===== src/include/cvm_consts.svh =====
// offsets, field positions, reset values and timing counts of the window monitor
`ifndef CVM_CONSTS_SVH
`define CVM_CONSTS_SVH

// ------------------------------------------------------------
// register pointer codes
// ------------------------------------------------------------
`define CVM_PTR_RESULT 3'h0
`define CVM_PTR_STATUS 3'h1
`define CVM_PTR_CONFIG 3'h2
`define CVM_PTR_UNDER 3'h3
`define CVM_PTR_OVER 3'h4
`define CVM_PTR_MARGIN 3'h5
`define CVM_PTR_LOWEST 3'h6

// ------------------------------------------------------------
// field positions
// ------------------------------------------------------------
`define CVM_CFG_INTERVAL_HI 7
`define CVM_CFG_INTERVAL_LO 5
`define CVM_CFG_HOLD 4
`define CVM_CFG_FLAG_EN 3
`define CVM_CFG_PIN_EN 2
`define CVM_CFG_RSVD 1
`define CVM_CFG_POLARITY 0
`define CVM_STAT_OVER 1
`define CVM_STAT_UNDER 0
`define CVM_RES_SUMMARY 15

// ------------------------------------------------------------
// reset values
// ------------------------------------------------------------
`define CVM_RST_CONFIG 8'h00
`define CVM_RST_UNDER 12'h000
`define CVM_RST_OVER 12'hFFF
`define CVM_RST_MARGIN 12'h000
`define CVM_RST_LOWEST 12'hFFF
`define CVM_RST_RESULT 12'h000

// ------------------------------------------------------------
// timing
// ------------------------------------------------------------
`define CVM_CLK_PERIOD_NS 25
`define CVM_CONV_PERIOD_NS 1000
`define CVM_CONV_PERIOD_CYC ((`CVM_CONV_PERIOD_NS + `CVM_CLK_PERIOD_NS - 1) / `CVM_CLK_PERIOD_NS)
`define CVM_INTERVAL_SHIFT_BASE 4

`endif


===== src/include/cvm_pkg.sv =====
// types shared by the window monitor modules
package cvm_pkg;

  typedef struct packed {
    logic [2:0] interval;
    logic hold;
    logic flag_en;
    logic pin_en;
    logic rsvd;
    logic polarity;
  } cvm_cfg_s;

  typedef struct packed {
    logic valid;
    logic [11:0] data;
  } cvm_conv_s;

  typedef struct packed {
    logic wr;
    logic rd;
    logic [2:0] ptr;
    logic [15:0] wdata;
  } cvm_reg_req_s;

  typedef struct packed {
    logic [23:0] count;
    logic [2:0] code;
  } cvm_timer_s;

  typedef struct packed {
    cvm_cfg_s cfg;
    logic [11:0] under_limit;
    logic [11:0] over_limit;
    logic [11:0] clear_margin;
    logic [11:0] lowest_seen;
    logic [11:0] result;
    logic [15:0] rdata;
    logic conv_req;
    logic pin_out;
    logic pin_oe;
  } cvm_main_s;

endpackage : cvm_pkg


===== src/core/cvm_interval_timer.sv =====
// automatic conversion interval timer
`timescale 1ns/1ps
`include "cvm_consts.svh"

module cvm_interval_timer #(
  parameter int unsigned PERIOD_CYC = `CVM_CONV_PERIOD_CYC
) (
  input wire logic mclk,
  input wire logic rst_n,
  input wire logic [2:0] interval,
  output logic tick
);

  cvm_pkg::cvm_timer_s st;
  cvm_pkg::cvm_timer_s next_st;
  logic [23:0] span;

  // ------------------------------------------------------------
  // span: period times 32 .. 2048
  // ------------------------------------------------------------
  always_comb begin
    // shift amount held at 5 bits so that codes 4..7 do not wrap
    span = 24'(PERIOD_CYC) << (5'(interval) + 5'(`CVM_INTERVAL_SHIFT_BASE));
  end

  always_comb begin
    next_st = st;
    tick = 1'b0;
    next_st.code = interval;
    if (interval == 3'h0) begin
      next_st.count = 24'h000000;
    end else if (interval != st.code) begin
      next_st.count = 24'h000000;
      tick = 1'b1;
    end else if (st.count >= span - 24'h000001) begin
      next_st.count = 24'h000000;
      tick = 1'b1;
    end else begin
      next_st.count = st.count + 24'h000001;
    end
  end

  always_ff @(posedge mclk) begin
    if (!rst_n) begin
      st <= '0;
    end else begin
      st <= next_st;
    end
  end

endmodule : cvm_interval_timer


===== src/core/cvm_limit_flag.sv =====
// one out-of-range flag with hysteresis and hold
`timescale 1ns/1ps

module cvm_limit_flag #(
  parameter bit IS_OVER = 1'b0
) (
  input wire logic mclk,
  input wire logic rst_n,
  input cvm_pkg::cvm_conv_s conv,
  input wire logic [11:0] limit,
  input wire logic [11:0] margin,
  input wire logic hold,
  input wire logic clr,
  output logic flag
);

  logic next_flag;
  logic violate;
  logic back_inside;

  always_comb begin
    if (IS_OVER) begin
      violate = conv.data > limit;
      back_inside = ({1'b0, conv.data} + {1'b0, margin}) < {1'b0, limit};
    end else begin
      violate = conv.data < limit;
      back_inside = {1'b0, conv.data} > ({1'b0, limit} + {1'b0, margin});
    end
  end

  always_comb begin
    next_flag = flag;
    if (conv.valid && violate) begin
      // set on violation, wins over clear
      next_flag = 1'b1;
    end else if (clr) begin
      next_flag = 1'b0;
    end else if (conv.valid && !hold && back_inside) begin
      // self-clear past margin; hold blocks it
      next_flag = 1'b0;
    end
  end

  always_ff @(posedge mclk) begin
    if (!rst_n) begin
      flag <= 1'b0;
    end else begin
      flag <= next_flag;
    end
  end

endmodule : cvm_limit_flag


===== src/core/cvm_window_monitor.sv =====
// conversion window monitor: config, limits, flags, alert pin, lowest tracker
// Operation
// - interval code zero keeps automatic conversion off, the reset state.
// - non-zero interval code starts repeated automatic conversions.
// - codes 1..7 space conversions at period times 32..2048.
// - hold clear lets flags self-clear once back inside past margin.
// - hold set keeps flags until host writes one to them.
// - summary enable gates result bit 15; otherwise it reads zero.
// - pin enable zero releases alert pin; one drives it.
// - polarity bit zero makes pin active low, one active high.
// - variants without the pin ignore pin enable and polarity.
// - bits 15:12 of limit, margin, tracker read zero; host writes zero.
// - under limit holds 12 bits, resets 000; result below raises under.
// - over limit holds 12 bits, resets FFF; result above raises over.
// - clearing needs the result back inside by more than the margin.
// - in auto mode a smaller result replaces lowest seen.
// - lowest seen resets to FFF; host may rewrite FFF anytime.
// - lowest seen updates only in automatic mode.
// - pointer 2..6 selects config, under, over, margin, lowest.
// - over flag, status bit 1, sets when result exceeds over limit.
// - under flag, status bit 0, sets when result below under limit.
// - with summary enabled, bit 15 high while either flag set.
// - host writing one to a flag bit clears it.
`timescale 1ns/1ps
`include "cvm_consts.svh"

module cvm_window_monitor #(
  parameter int unsigned CONV_PERIOD_CYC = `CVM_CONV_PERIOD_CYC,
  parameter bit HAS_ALERT_PIN = 1'b1
) (
  input wire logic mclk,
  input wire logic rst_n,
  input cvm_pkg::cvm_reg_req_s reg_req,
  output logic [15:0] reg_rdata,
  output logic conv_req,
  input cvm_pkg::cvm_conv_s conv,
  output logic alert_pin_out,
  output logic alert_pin_oe,
  output logic auto_active
);

  cvm_pkg::cvm_main_s st;
  cvm_pkg::cvm_main_s next_st;
  logic auto_tick;
  logic flag_over;
  logic flag_under;
  logic clr_over;
  logic clr_under;
  logic any_flag;
  logic auto_en;

  // ------------------------------------------------------------
  // register select decode
  // ------------------------------------------------------------
  function automatic logic wr_hit(input cvm_pkg::cvm_reg_req_s req, input logic [2:0] ptr);
    wr_hit = req.wr && (req.ptr == ptr);
  endfunction : wr_hit

  function automatic logic [15:0] pad12(input logic [11:0] v);
    pad12 = {4'h0, v};
  endfunction : pad12

  // ------------------------------------------------------------
  // submodules
  // ------------------------------------------------------------
  cvm_interval_timer #(
    .PERIOD_CYC(CONV_PERIOD_CYC)
  ) u_timer (
    .mclk(mclk),
    .rst_n(rst_n),
    .interval(st.cfg.interval),
    .tick(auto_tick)
  );

  cvm_limit_flag #(
    .IS_OVER(1'b1)
  ) u_over (
    .mclk(mclk),
    .rst_n(rst_n),
    .conv(conv),
    .limit(st.over_limit),
    .margin(st.clear_margin),
    .hold(st.cfg.hold),
    .clr(clr_over),
    .flag(flag_over)
  );

  cvm_limit_flag #(
    .IS_OVER(1'b0)
  ) u_under (
    .mclk(mclk),
    .rst_n(rst_n),
    .conv(conv),
    .limit(st.under_limit),
    .margin(st.clear_margin),
    .hold(st.cfg.hold),
    .clr(clr_under),
    .flag(flag_under)
  );

  // ------------------------------------------------------------
  // flag clears and summary
  // ------------------------------------------------------------
  always_comb begin
    clr_over = wr_hit(reg_req, `CVM_PTR_STATUS) && reg_req.wdata[`CVM_STAT_OVER];
    clr_under = wr_hit(reg_req, `CVM_PTR_STATUS) && reg_req.wdata[`CVM_STAT_UNDER];
    any_flag = flag_over | flag_under;
    // automatic mode off at zero code
    auto_en = st.cfg.interval != 3'h0;
  end

  // ------------------------------------------------------------
  // next state
  // ------------------------------------------------------------
  always_comb begin
    next_st = st;
    next_st.conv_req = 1'b0;

    if (auto_tick) begin
      next_st.conv_req = 1'b1;
    end
    // normal mode: reading the result starts a conversion
    if (!auto_en && reg_req.rd && reg_req.ptr == `CVM_PTR_RESULT) begin
      next_st.conv_req = 1'b1;
    end

    if (conv.valid) begin
      next_st.result = conv.data;
    end

    // tracker only in automatic mode, strict less
    if (conv.valid && auto_en && conv.data < st.lowest_seen) begin
      next_st.lowest_seen = conv.data;
    end

    if (wr_hit(reg_req, `CVM_PTR_CONFIG)) begin
      next_st.cfg = cvm_pkg::cvm_cfg_s'(reg_req.wdata[7:0]);
      next_st.cfg.rsvd = 1'b0;
    end
    if (wr_hit(reg_req, `CVM_PTR_UNDER)) begin
      next_st.under_limit = reg_req.wdata[11:0];
    end
    if (wr_hit(reg_req, `CVM_PTR_OVER)) begin
      next_st.over_limit = reg_req.wdata[11:0];
    end
    if (wr_hit(reg_req, `CVM_PTR_MARGIN)) begin
      next_st.clear_margin = reg_req.wdata[11:0];
    end
    if (wr_hit(reg_req, `CVM_PTR_LOWEST)) begin
      next_st.lowest_seen = reg_req.wdata[11:0];
    end

    if (reg_req.rd) begin
      unique case (reg_req.ptr)
        `CVM_PTR_RESULT: begin
          next_st.rdata = pad12(st.result);
          next_st.rdata[`CVM_RES_SUMMARY] = st.cfg.flag_en & any_flag;
        end
        `CVM_PTR_STATUS: begin
          next_st.rdata = {14'h0, flag_over, flag_under};
        end
        `CVM_PTR_CONFIG: begin
          next_st.rdata = {8'h00, st.cfg};
        end
        `CVM_PTR_UNDER: begin
          next_st.rdata = pad12(st.under_limit);
        end
        `CVM_PTR_OVER: begin
          next_st.rdata = pad12(st.over_limit);
        end
        `CVM_PTR_MARGIN: begin
          next_st.rdata = pad12(st.clear_margin);
        end
        `CVM_PTR_LOWEST: begin
          next_st.rdata = pad12(st.lowest_seen);
        end
        default: begin
          next_st.rdata = 16'h0000;
        end
      endcase
    end

    next_st.pin_oe = HAS_ALERT_PIN && st.cfg.pin_en;
    if (HAS_ALERT_PIN && st.cfg.polarity) begin
      next_st.pin_out = any_flag;
    end else begin
      next_st.pin_out = ~any_flag;
    end
  end

  // ------------------------------------------------------------
  // state register
  // ------------------------------------------------------------
  always_ff @(posedge mclk) begin
    if (!rst_n) begin
      st.cfg <= cvm_pkg::cvm_cfg_s'(`CVM_RST_CONFIG);
      st.under_limit <= `CVM_RST_UNDER;
      st.over_limit <= `CVM_RST_OVER;
      st.clear_margin <= `CVM_RST_MARGIN;
      st.lowest_seen <= `CVM_RST_LOWEST;
      st.result <= `CVM_RST_RESULT;
      st.rdata <= 16'h0000;
      st.conv_req <= 1'b0;
      st.pin_out <= 1'b1;
      st.pin_oe <= 1'b0;
    end else begin
      st <= next_st;
    end
  end

  // ------------------------------------------------------------
  // outputs
  // ------------------------------------------------------------
  always_comb begin
    reg_rdata = st.rdata;
    conv_req = st.conv_req;
    alert_pin_out = st.pin_out;
    alert_pin_oe = st.pin_oe;
    auto_active = auto_en;
  end

endmodule : cvm_window_monitor


===== config.mk =====
export PLATFORM = sky130hd
export DESIGN_NAME = cvm_window_monitor
export DESIGN_NICKNAME = d
export VERILOG_FILES = /design/src/include/cvm_pkg.sv /design/src/core/cvm_interval_timer.sv /design/src/core/cvm_limit_flag.sv /design/src/core/cvm_window_monitor.sv
export VERILOG_INCLUDE_DIRS = /design/src /design/src/include
export SDC_FILE = /design/constraint.sdc
export NUM_CORES = 1
export LEC_CHECK = 0
export BUFFER_PORTS_ARGS = -buffer_cell sky130_fd_sc_hd__buf_2
export CORE_ASPECT_RATIO = 0.5
export CORE_MARGIN = 3
export CORE_UTILIZATION = 39
export DETAILED_ROUTE_END_ITERATION = 6
export SYNTH_ARGS = -nofsm -noshare
export SYNTH_HDL_FRONTEND = slang
export SYNTH_SLANG_ARGS = --single-unit

===== constraint.sdc =====
create_clock -name mclk -period 7.88 [get_ports mclk]
set_clock_uncertainty 0.2 [all_clocks]
set_input_delay 1.182 -clock mclk [delete_from_list [all_inputs] [get_ports mclk]]
set_output_delay 1.182 -clock mclk [all_outputs]
set_load 0.01 [all_outputs]

# After elaboration in Yosys (flattened, before gate mapping)
# Cells that the tools add are included.
[word_totals] ff_bits=115 latch_bits=0 mem_bits_rw=0 rom_bits=0 input_bits=36 out_inout_bits=20 memories=0
[op_classes] n_addsub=5 mul=0 n_div=0 order_cmp=6 n_eq_ne=7 shift=1 muxes=15 bitwise_logic=4 n_reduce_logical=26
[op_table] op="16-bit one-hot mux with 7 select lines" n=1
[op_table] op="12-bit by 12-bit adder with 13-bit output" n=2
[op_table] op="24-bit by 1-bit adder with 24-bit output (second input constant)" n=1
[op_table] op="24-bit greater-or-equal comparator" n=1
[op_table] op="12-bit < comparator" n=2
[op_table] op="12-bit two-way mux" n=2
[op_table] op="6-bit by 5-bit left shift with 24-bit output (first input constant)" n=1
[op_table] op="24-bit by 1-bit subtractor with 24-bit output (second input constant)" n=1
[op_table] op="1-bit logical AND" n=17
[op_table] op="12-bit by 13-bit > comparator with 1-bit output" n=1
[op_table] op="13-bit by 12-bit < comparator with 1-bit output" n=1
[op_table] op="12-bit > comparator" n=1
[op_table] op="1-bit two-way mux" n=12
[op_table] op="3-bit equality test (second input constant)" n=3
[op_table] op="3-bit nonzero test" n=3
[op_table] op="3-bit by 2-bit equality test with 1-bit output (second input constant)" n=2
[op_table] op="3-bit logical NOT" n=2
[op_table] op="3-bit by 3-bit adder with 4-bit output (second input constant)" n=1
[op_table] op="4-bit OR reduction" n=1
[op_table] op="3-bit by 1-bit equality test with 1-bit output (second input constant)" n=1
[op_table] op="3-bit inequality test" n=1
[op_table] op="1-bit logical NOT" n=2
[op_table] op="1-bit inverter" n=2
[op_table] op="2-bit nonzero test" n=1
[op_table] op="2 further kinds" n=2

# Depth between registers and ports, before layout
[depth] depth_word=9 mapped_depth=15

# Modules after synthesis
# A second synthesis with hierarchy kept.
[hier_totals] cells_unflattened=952 area_unflattened_um2=8140.3
[modules_own_cells] mod="cvm_window_monitor" instances=1 cells_per_inst=493 area_each_um2=4311.6 seq_area_each_um2=1661.6
[modules_own_cells] mod="cvm_interval_timer" instances=1 cells_per_inst=179 area_each_um2=1631.6 seq_area_each_um2=540.5
[modules_own_cells] mod="cvm_limit_flag at u_under" instances=1 cells_per_inst=138 area_each_um2=1109.8 seq_area_each_um2=20.0
[modules_own_cells] mod="cvm_limit_flag at u_over" instances=1 cells_per_inst=142 area_each_um2=1087.3 seq_area_each_um2=20.0

# Worst setup path after synthesis
# Ideal clock, no wire load.
[synth_timing] path_type="input-to-reg" start="in conv[0] (netlist name)" end="reg u_over.flag" setup_ns=0.127 arrival_time_ns=3.617 required_time_ns=7.553 slack_ns=3.936 stages=13 path_buffers=0 path_cell_list="ha_1 -> fa_1 -> a211oi_1 -> o21ai_0 -> and3_1 -> nor2_1 -> o21ai_0 -> xor2_1 -> ha_1 -> a21o_1 -> nand2_1 -> a31oi_1 -> or3_1"
[synth_via] elab_chain_len=4
[synth_lines] item="start, declared" line_no="cvm_window_monitor.sv:36" rtl="input cvm_pkg::cvm_conv_s conv,"
[synth_lines] item="12-bit by 12-bit adder with 13-bit output" line_no="cvm_limit_flag.sv:24" rtl="back_inside = ({1'b0, conv.data} + {1'b0, margin}) < {1'b0, limit};"
[synth_lines] item="13-bit by 12-bit < comparator with 1-bit output" line_no="cvm_limit_flag.sv:24"
[synth_lines] item="1-bit logical AND" line_no="cvm_limit_flag.sv:38" rtl="end else if (conv.valid && !hold && back_inside) begin"
[synth_lines] item="3-bit nonzero test (no line)"
[synth_lines] item="end signal, assigned" line_no="cvm_limit_flag.sv:48" rtl="flag <= next_flag;"
[synth_lines] item="end, declared" line_no="cvm_limit_flag.sv:14" rtl="output logic flag"
# Parallel ways exist; a longest one is shown, timed or not.
# A chain may end at the register's enable or synchronous reset.

# Worst setup path in the final report
# Ends and elaborated chain as after synthesis.

==> summary.md <==
Run status
* status: complete, no violations

Logic synthesis
* synthesized area: 8010 um2
* top-area cell type share of the netlist area: 28.0%
* Yosys warning total: 0
* dominant cells by area after synthesis: sky130_fd_sc_hd__dfxtp_1 28%, sky130_fd_sc_hd__ha_1 16%, sky130_fd_sc_hd__nand2_1 5.7%
* biggest area consumer among synthesized cells: sky130_fd_sc_hd__dfxtp_1
* post-synthesis cell type count: 65
* sequential element share of the synthesized area: 28.0%
* mean post-synth cell area: 8.17 um2
* #FFs+latches synth: 112
* Main synth FF type: sky130_fd_sc_hd__dfxtp_1
* EDFF count, synth: 0
* async set-reset flop share out of synthesis: 0%
* number of standard cells after synthesis: 981

Layout
* number of inserted filler cells in the final layout: 2010
* Layout area overhead: 7.56%
* utilization after layout: 43.5%
* final cell area excluding filler cells: 8620 um2
* final standard cell count with taps included and fillers excluded: 1263
* Inserted Diodes: 0
* fraction of final layout cells with drive strength greater than 1: 7.72%
* count of nets after finishing: 1135

Floorplanning
* Chip Height: 107 um
* Die Wd: 209 um
* core area: 19800 um2
* area of the die: 22400 um2
* floorplan row count: 36
* Initial Utilization: 40.4%
* num ports: 56

Hold path
* endpoint of the worst hold path: u_timer.st[3]
* type of the worst min-delay path: reg2reg
* start point of the worst min-delay path: u_timer.st[3]
* worst hold path stage count: 1

CTS
* TritonCTS Sinks: 112
* clock tree from TritonCTS: yes
* clock latency at the later pin of the worst-skew pair: 0.37 ns
* buffer type at the clock tree root: sky130_fd_sc_hd__clkbuf_16
* post-CTS setup buffer count: 0
* total CTS buffers: 9
* maximum count of clock buffers along a single path: 2
* H-Tree Level Count: 3
* clock input transition at the sequential cells of the worst setup and hold paths: 0.08 ns
* Gates resized, CTS repair: 0
* number of hold buffers added after CTS: 0

Setup path
* start-to-end type of the worst setup path: in2reg
* Critical Path Sink Type: register
* slowest cell delay on critical path: 0.44 ns
* worst-path cell chain: buf_2 -> ha_1 -> fa_1 -> a211oi_1 -> o21ai_0 -> and3_1 -> nor2_1 -> o21ai_0 -> xor2_1 -> ha_1 -> nand3_1 -> a21oi_1 -> o21ai_0 -> a31oi_1 -> or3_1
* r2r setup slk: 4.01 ns
* worst reg2reg path endpoint: u_under.flag
* r2r worst-path depth: 14
* master of the slowest instance on the critical path: sky130_fd_sc_hd__fa_1
* startpoint of the worst register-to-register path: st[44]
* CP dominant cell by count: sky130_fd_sc_hd__o21ai_0
* highest fanout seen on the critical path: 6
* crit start category: input port
* data arrival time at the worst-slack endpoint: 4.21 ns
* data required time of the worst path: 7.94 ns

Routing
* number of antenna-violating nets in the routed design: 0
* number of iterations in the first detailed-routing pass: 4
* via count: 6936
* per-cell via count in the routed design: 5.49
* sum of routed wire length over all layers: 22400 um
* number of design rule violations left after detail routing: 0
* DR iter-0 viols: 435
* routed wirelength normalized by instance count: 17.7 um

GRT
* number of antenna violations at the first check in global routing: 0
* first-pass GRT wire length: 35400 um
* via count of the first global-routing pass: 6545
* GRT Total Usage: 20.0%
* largest net degree at the start of global routing: 102
* GRT Residual Overflow: 0

STA
* Setup Viol. Count Final: 0
* unrepaired setup endpoints after global routing: no
* final-layout setup total negative slack: 0 ns
* Min Clock Period, post-route: 4.15 ns
* top achievable clock speed: 241 MHz
* total count of hold-check failures in the final report: 0
* Period Utilization, post-route: 52.7%
* final-report max-slew violation count: 0
* pin slew with the least headroom to its limit: 0.911 ns
* Max-Slew Margin vs Limit: 39.3%

Place
* final RePlAce weighted congestion: 0.862
* I/O Buffers: 48
* hpwl dp: 17000 um
* placed standard-cell area: 8340 um2
* placed cell count: 1248

Job
* max cap viols: 0

Power
* Peak VDD IR: 81.2 uV
* power per unit of standard cell area: 146 nW/um2
* leakage power figure: 3.70 nW

worst max-delay path: cells and delay by family:
family / cells / cell delay [ns]
adder cells (fa/ha/maj): 3 / 1.00
XOR/XNOR: 1 / 0.16
buffers and inverters: 1 / 0.16
AO/OA/AOI/OAI: 6 / 0.89
AND/OR/NAND/NOR: 4 / 0.82
metal layers:
metal / track usage (%) / part of all wire (%) / vias up / wire length [um]
met5: 0 / 0 / - / 0
met4: 5.06 / 1.5 / 0 / 335
met3: 3.44 / 6.6 / 23 / 1480
met2: 31.7 / 43 / 173 / 9610
met1: 28.4 / 49 / 3260 / 11000
li1: - / - / 3480 / -
how the worst max path moves through the flow:
stage,from,end,slack (ns),cells past startpoint
3_5_place_dp,conv[0],u_over.flag,3.40,15
6_report,conv[0],u_over.flag,3.73,15
4_1_cts,conv[0],u_over.flag,3.79,15
2_1_floorplan,conv[0],u_over.flag,3.94,13
5_1_grt,conv[0],u_over.flag,3.59,15
3_3_place_gp,conv[0],u_over.flag,3.47,15
registers in the layout, indices dropped and copies added (netlist names):
name,flops
u_timer.st,27
next_st,1
reg_rdata,13
u_over.flag,1
u_under.flag,1
conv_req,1
alert_pin_out,1
st,66
alert_pin_oe,1
placed cells by master, fill, tap and decap left out, types with 3 or more instances in the layout:
master                      netlist  layout
sky130_fd_sc_hd__a21oi_1         55      55
sky130_fd_sc_hd__o211ai_1        16      16
sky130_fd_sc_hd__o31ai_1          5       5
sky130_fd_sc_hd__a22o_1           3       3
sky130_fd_sc_hd__nand3_1         35      35
sky130_fd_sc_hd__conb_1           2      14
sky130_fd_sc_hd__o32ai_1          3       3
sky130_fd_sc_hd__buf_4           17       3
sky130_fd_sc_hd__and3_1           9       9
sky130_fd_sc_hd__or3_1            4       4
sky130_fd_sc_hd__o22ai_1          8       8
sky130_fd_sc_hd__a22oi_1          4       4
sky130_fd_sc_hd__clkbuf_16        0       9
sky130_fd_sc_hd__buf_2           14      48
sky130_fd_sc_hd__xnor2_1         23      23
sky130_fd_sc_hd__a21boi_0        25      25
sky130_fd_sc_hd__dfxtp_1        112     112
sky130_fd_sc_hd__nand2_1        121     121
sky130_fd_sc_hd__nor4_1           5       5
sky130_fd_sc_hd__nand2b_1         5       5
sky130_fd_sc_hd__ha_1           104     104
sky130_fd_sc_hd__xor2_1          18      18
sky130_fd_sc_hd__a31oi_1         14      14
sky130_fd_sc_hd__nor3b_1          3       3
sky130_fd_sc_hd__and2_1          17      17
sky130_fd_sc_hd__a221oi_1         8       8
sky130_fd_sc_hd__mux2i_1         29      29
sky130_fd_sc_hd__inv_1           57      57
sky130_fd_sc_hd__a211oi_1        14      14
sky130_fd_sc_hd__nor2_1          67      67
sky130_fd_sc_hd__nor2b_1         33      33
sky130_fd_sc_hd__o21a_1           8       8
sky130_fd_sc_hd__a21o_1           9       9
sky130_fd_sc_hd__nor3_1          14      14
sky130_fd_sc_hd__o2111ai_1        4       4
sky130_fd_sc_hd__nand4_1         16      16
sky130_fd_sc_hd__o21ai_0         29      29
cells in the mapped netlist, types with 5 or more instances:
cell type and count:
sky130_fd_sc_hd__a21oi_1 55, sky130_fd_sc_hd__o21a_1 8, sky130_fd_sc_hd__a21o_1 9, sky130_fd_sc_hd__o21ai_0 29, sky130_fd_sc_hd__nand2b_1 5, sky130_fd_sc_hd__nor4_1 5, sky130_fd_sc_hd__a31oi_1 14, sky130_fd_sc_hd__o31ai_1 5
sky130_fd_sc_hd__ha_1 104, sky130_fd_sc_hd__dfxtp_1 112, sky130_fd_sc_hd__buf_4 17, sky130_fd_sc_hd__nand2_1 121, sky130_fd_sc_hd__xor2_1 18, sky130_fd_sc_hd__nor3_1 14, sky130_fd_sc_hd__nor2_1 67, sky130_fd_sc_hd__nor2b_1 33
sky130_fd_sc_hd__buf_2 14, sky130_fd_sc_hd__xnor2_1 23, sky130_fd_sc_hd__a221oi_1 8, sky130_fd_sc_hd__and3_1 9, sky130_fd_sc_hd__nand3_1 35, sky130_fd_sc_hd__a211oi_1 14, sky130_fd_sc_hd__inv_1 57, sky130_fd_sc_hd__clkbuf_1 28
sky130_fd_sc_hd__o211ai_1 16, sky130_fd_sc_hd__o22ai_1 8, sky130_fd_sc_hd__and2_1 17, sky130_fd_sc_hd__nand4_1 16, sky130_fd_sc_hd__a21boi_0 25, sky130_fd_sc_hd__mux2i_1 29
power breakdown:
group          total (mW)  internal (mW)  switching [mW]
Sequential          0.599          0.583          0.0162
Combinational       0.204         0.0796           0.124
Clock               0.452          0.219           0.233
Total                1.25          0.882           0.373
kinds of logic (layout without fill, tap and decap cells):
family	Yosys count	after routing	share of synthesized area [%]
other cells	2	14	0.0938
buf+inv	119	123	6.59
simple gates	342	342	20.6
xor+xnor	41	41	4.48
compound gates	226	226	19.0
fa+ha+maj	106	106	16.7
mux	33	33	4.47
flops	112	112	28.0
cell type report:
type                            instances  area (um2)  share of cell area, %
Multi-Input combinational cell        762        5290                   61.3
Clock inverter                          6        53.8                  0.624
Tap cell                              266         333                   3.86
Clock buffer                            9         225                   2.61
Inverter                               57         214                   2.48
Sequential cell                       112        2240                   26.0
Timing Repair Buffer                   51         263                   3.05
metrics by stage:
step | total power [mW] | hold WS (ns) | setup slack, ns
floorplan | 0.749 | 0.213 | 3.94
global placement | 0.808 | 0.222 | 3.47
detailed placement | 0.813 | 0.237 | 3.40
CTS | 1.26 | 0.251 | 3.79
global route | 1.31 | 0.281 | 3.59
finish | 1.25 | 0.247 | 3.73
Power figures use the tool's default switching activity.
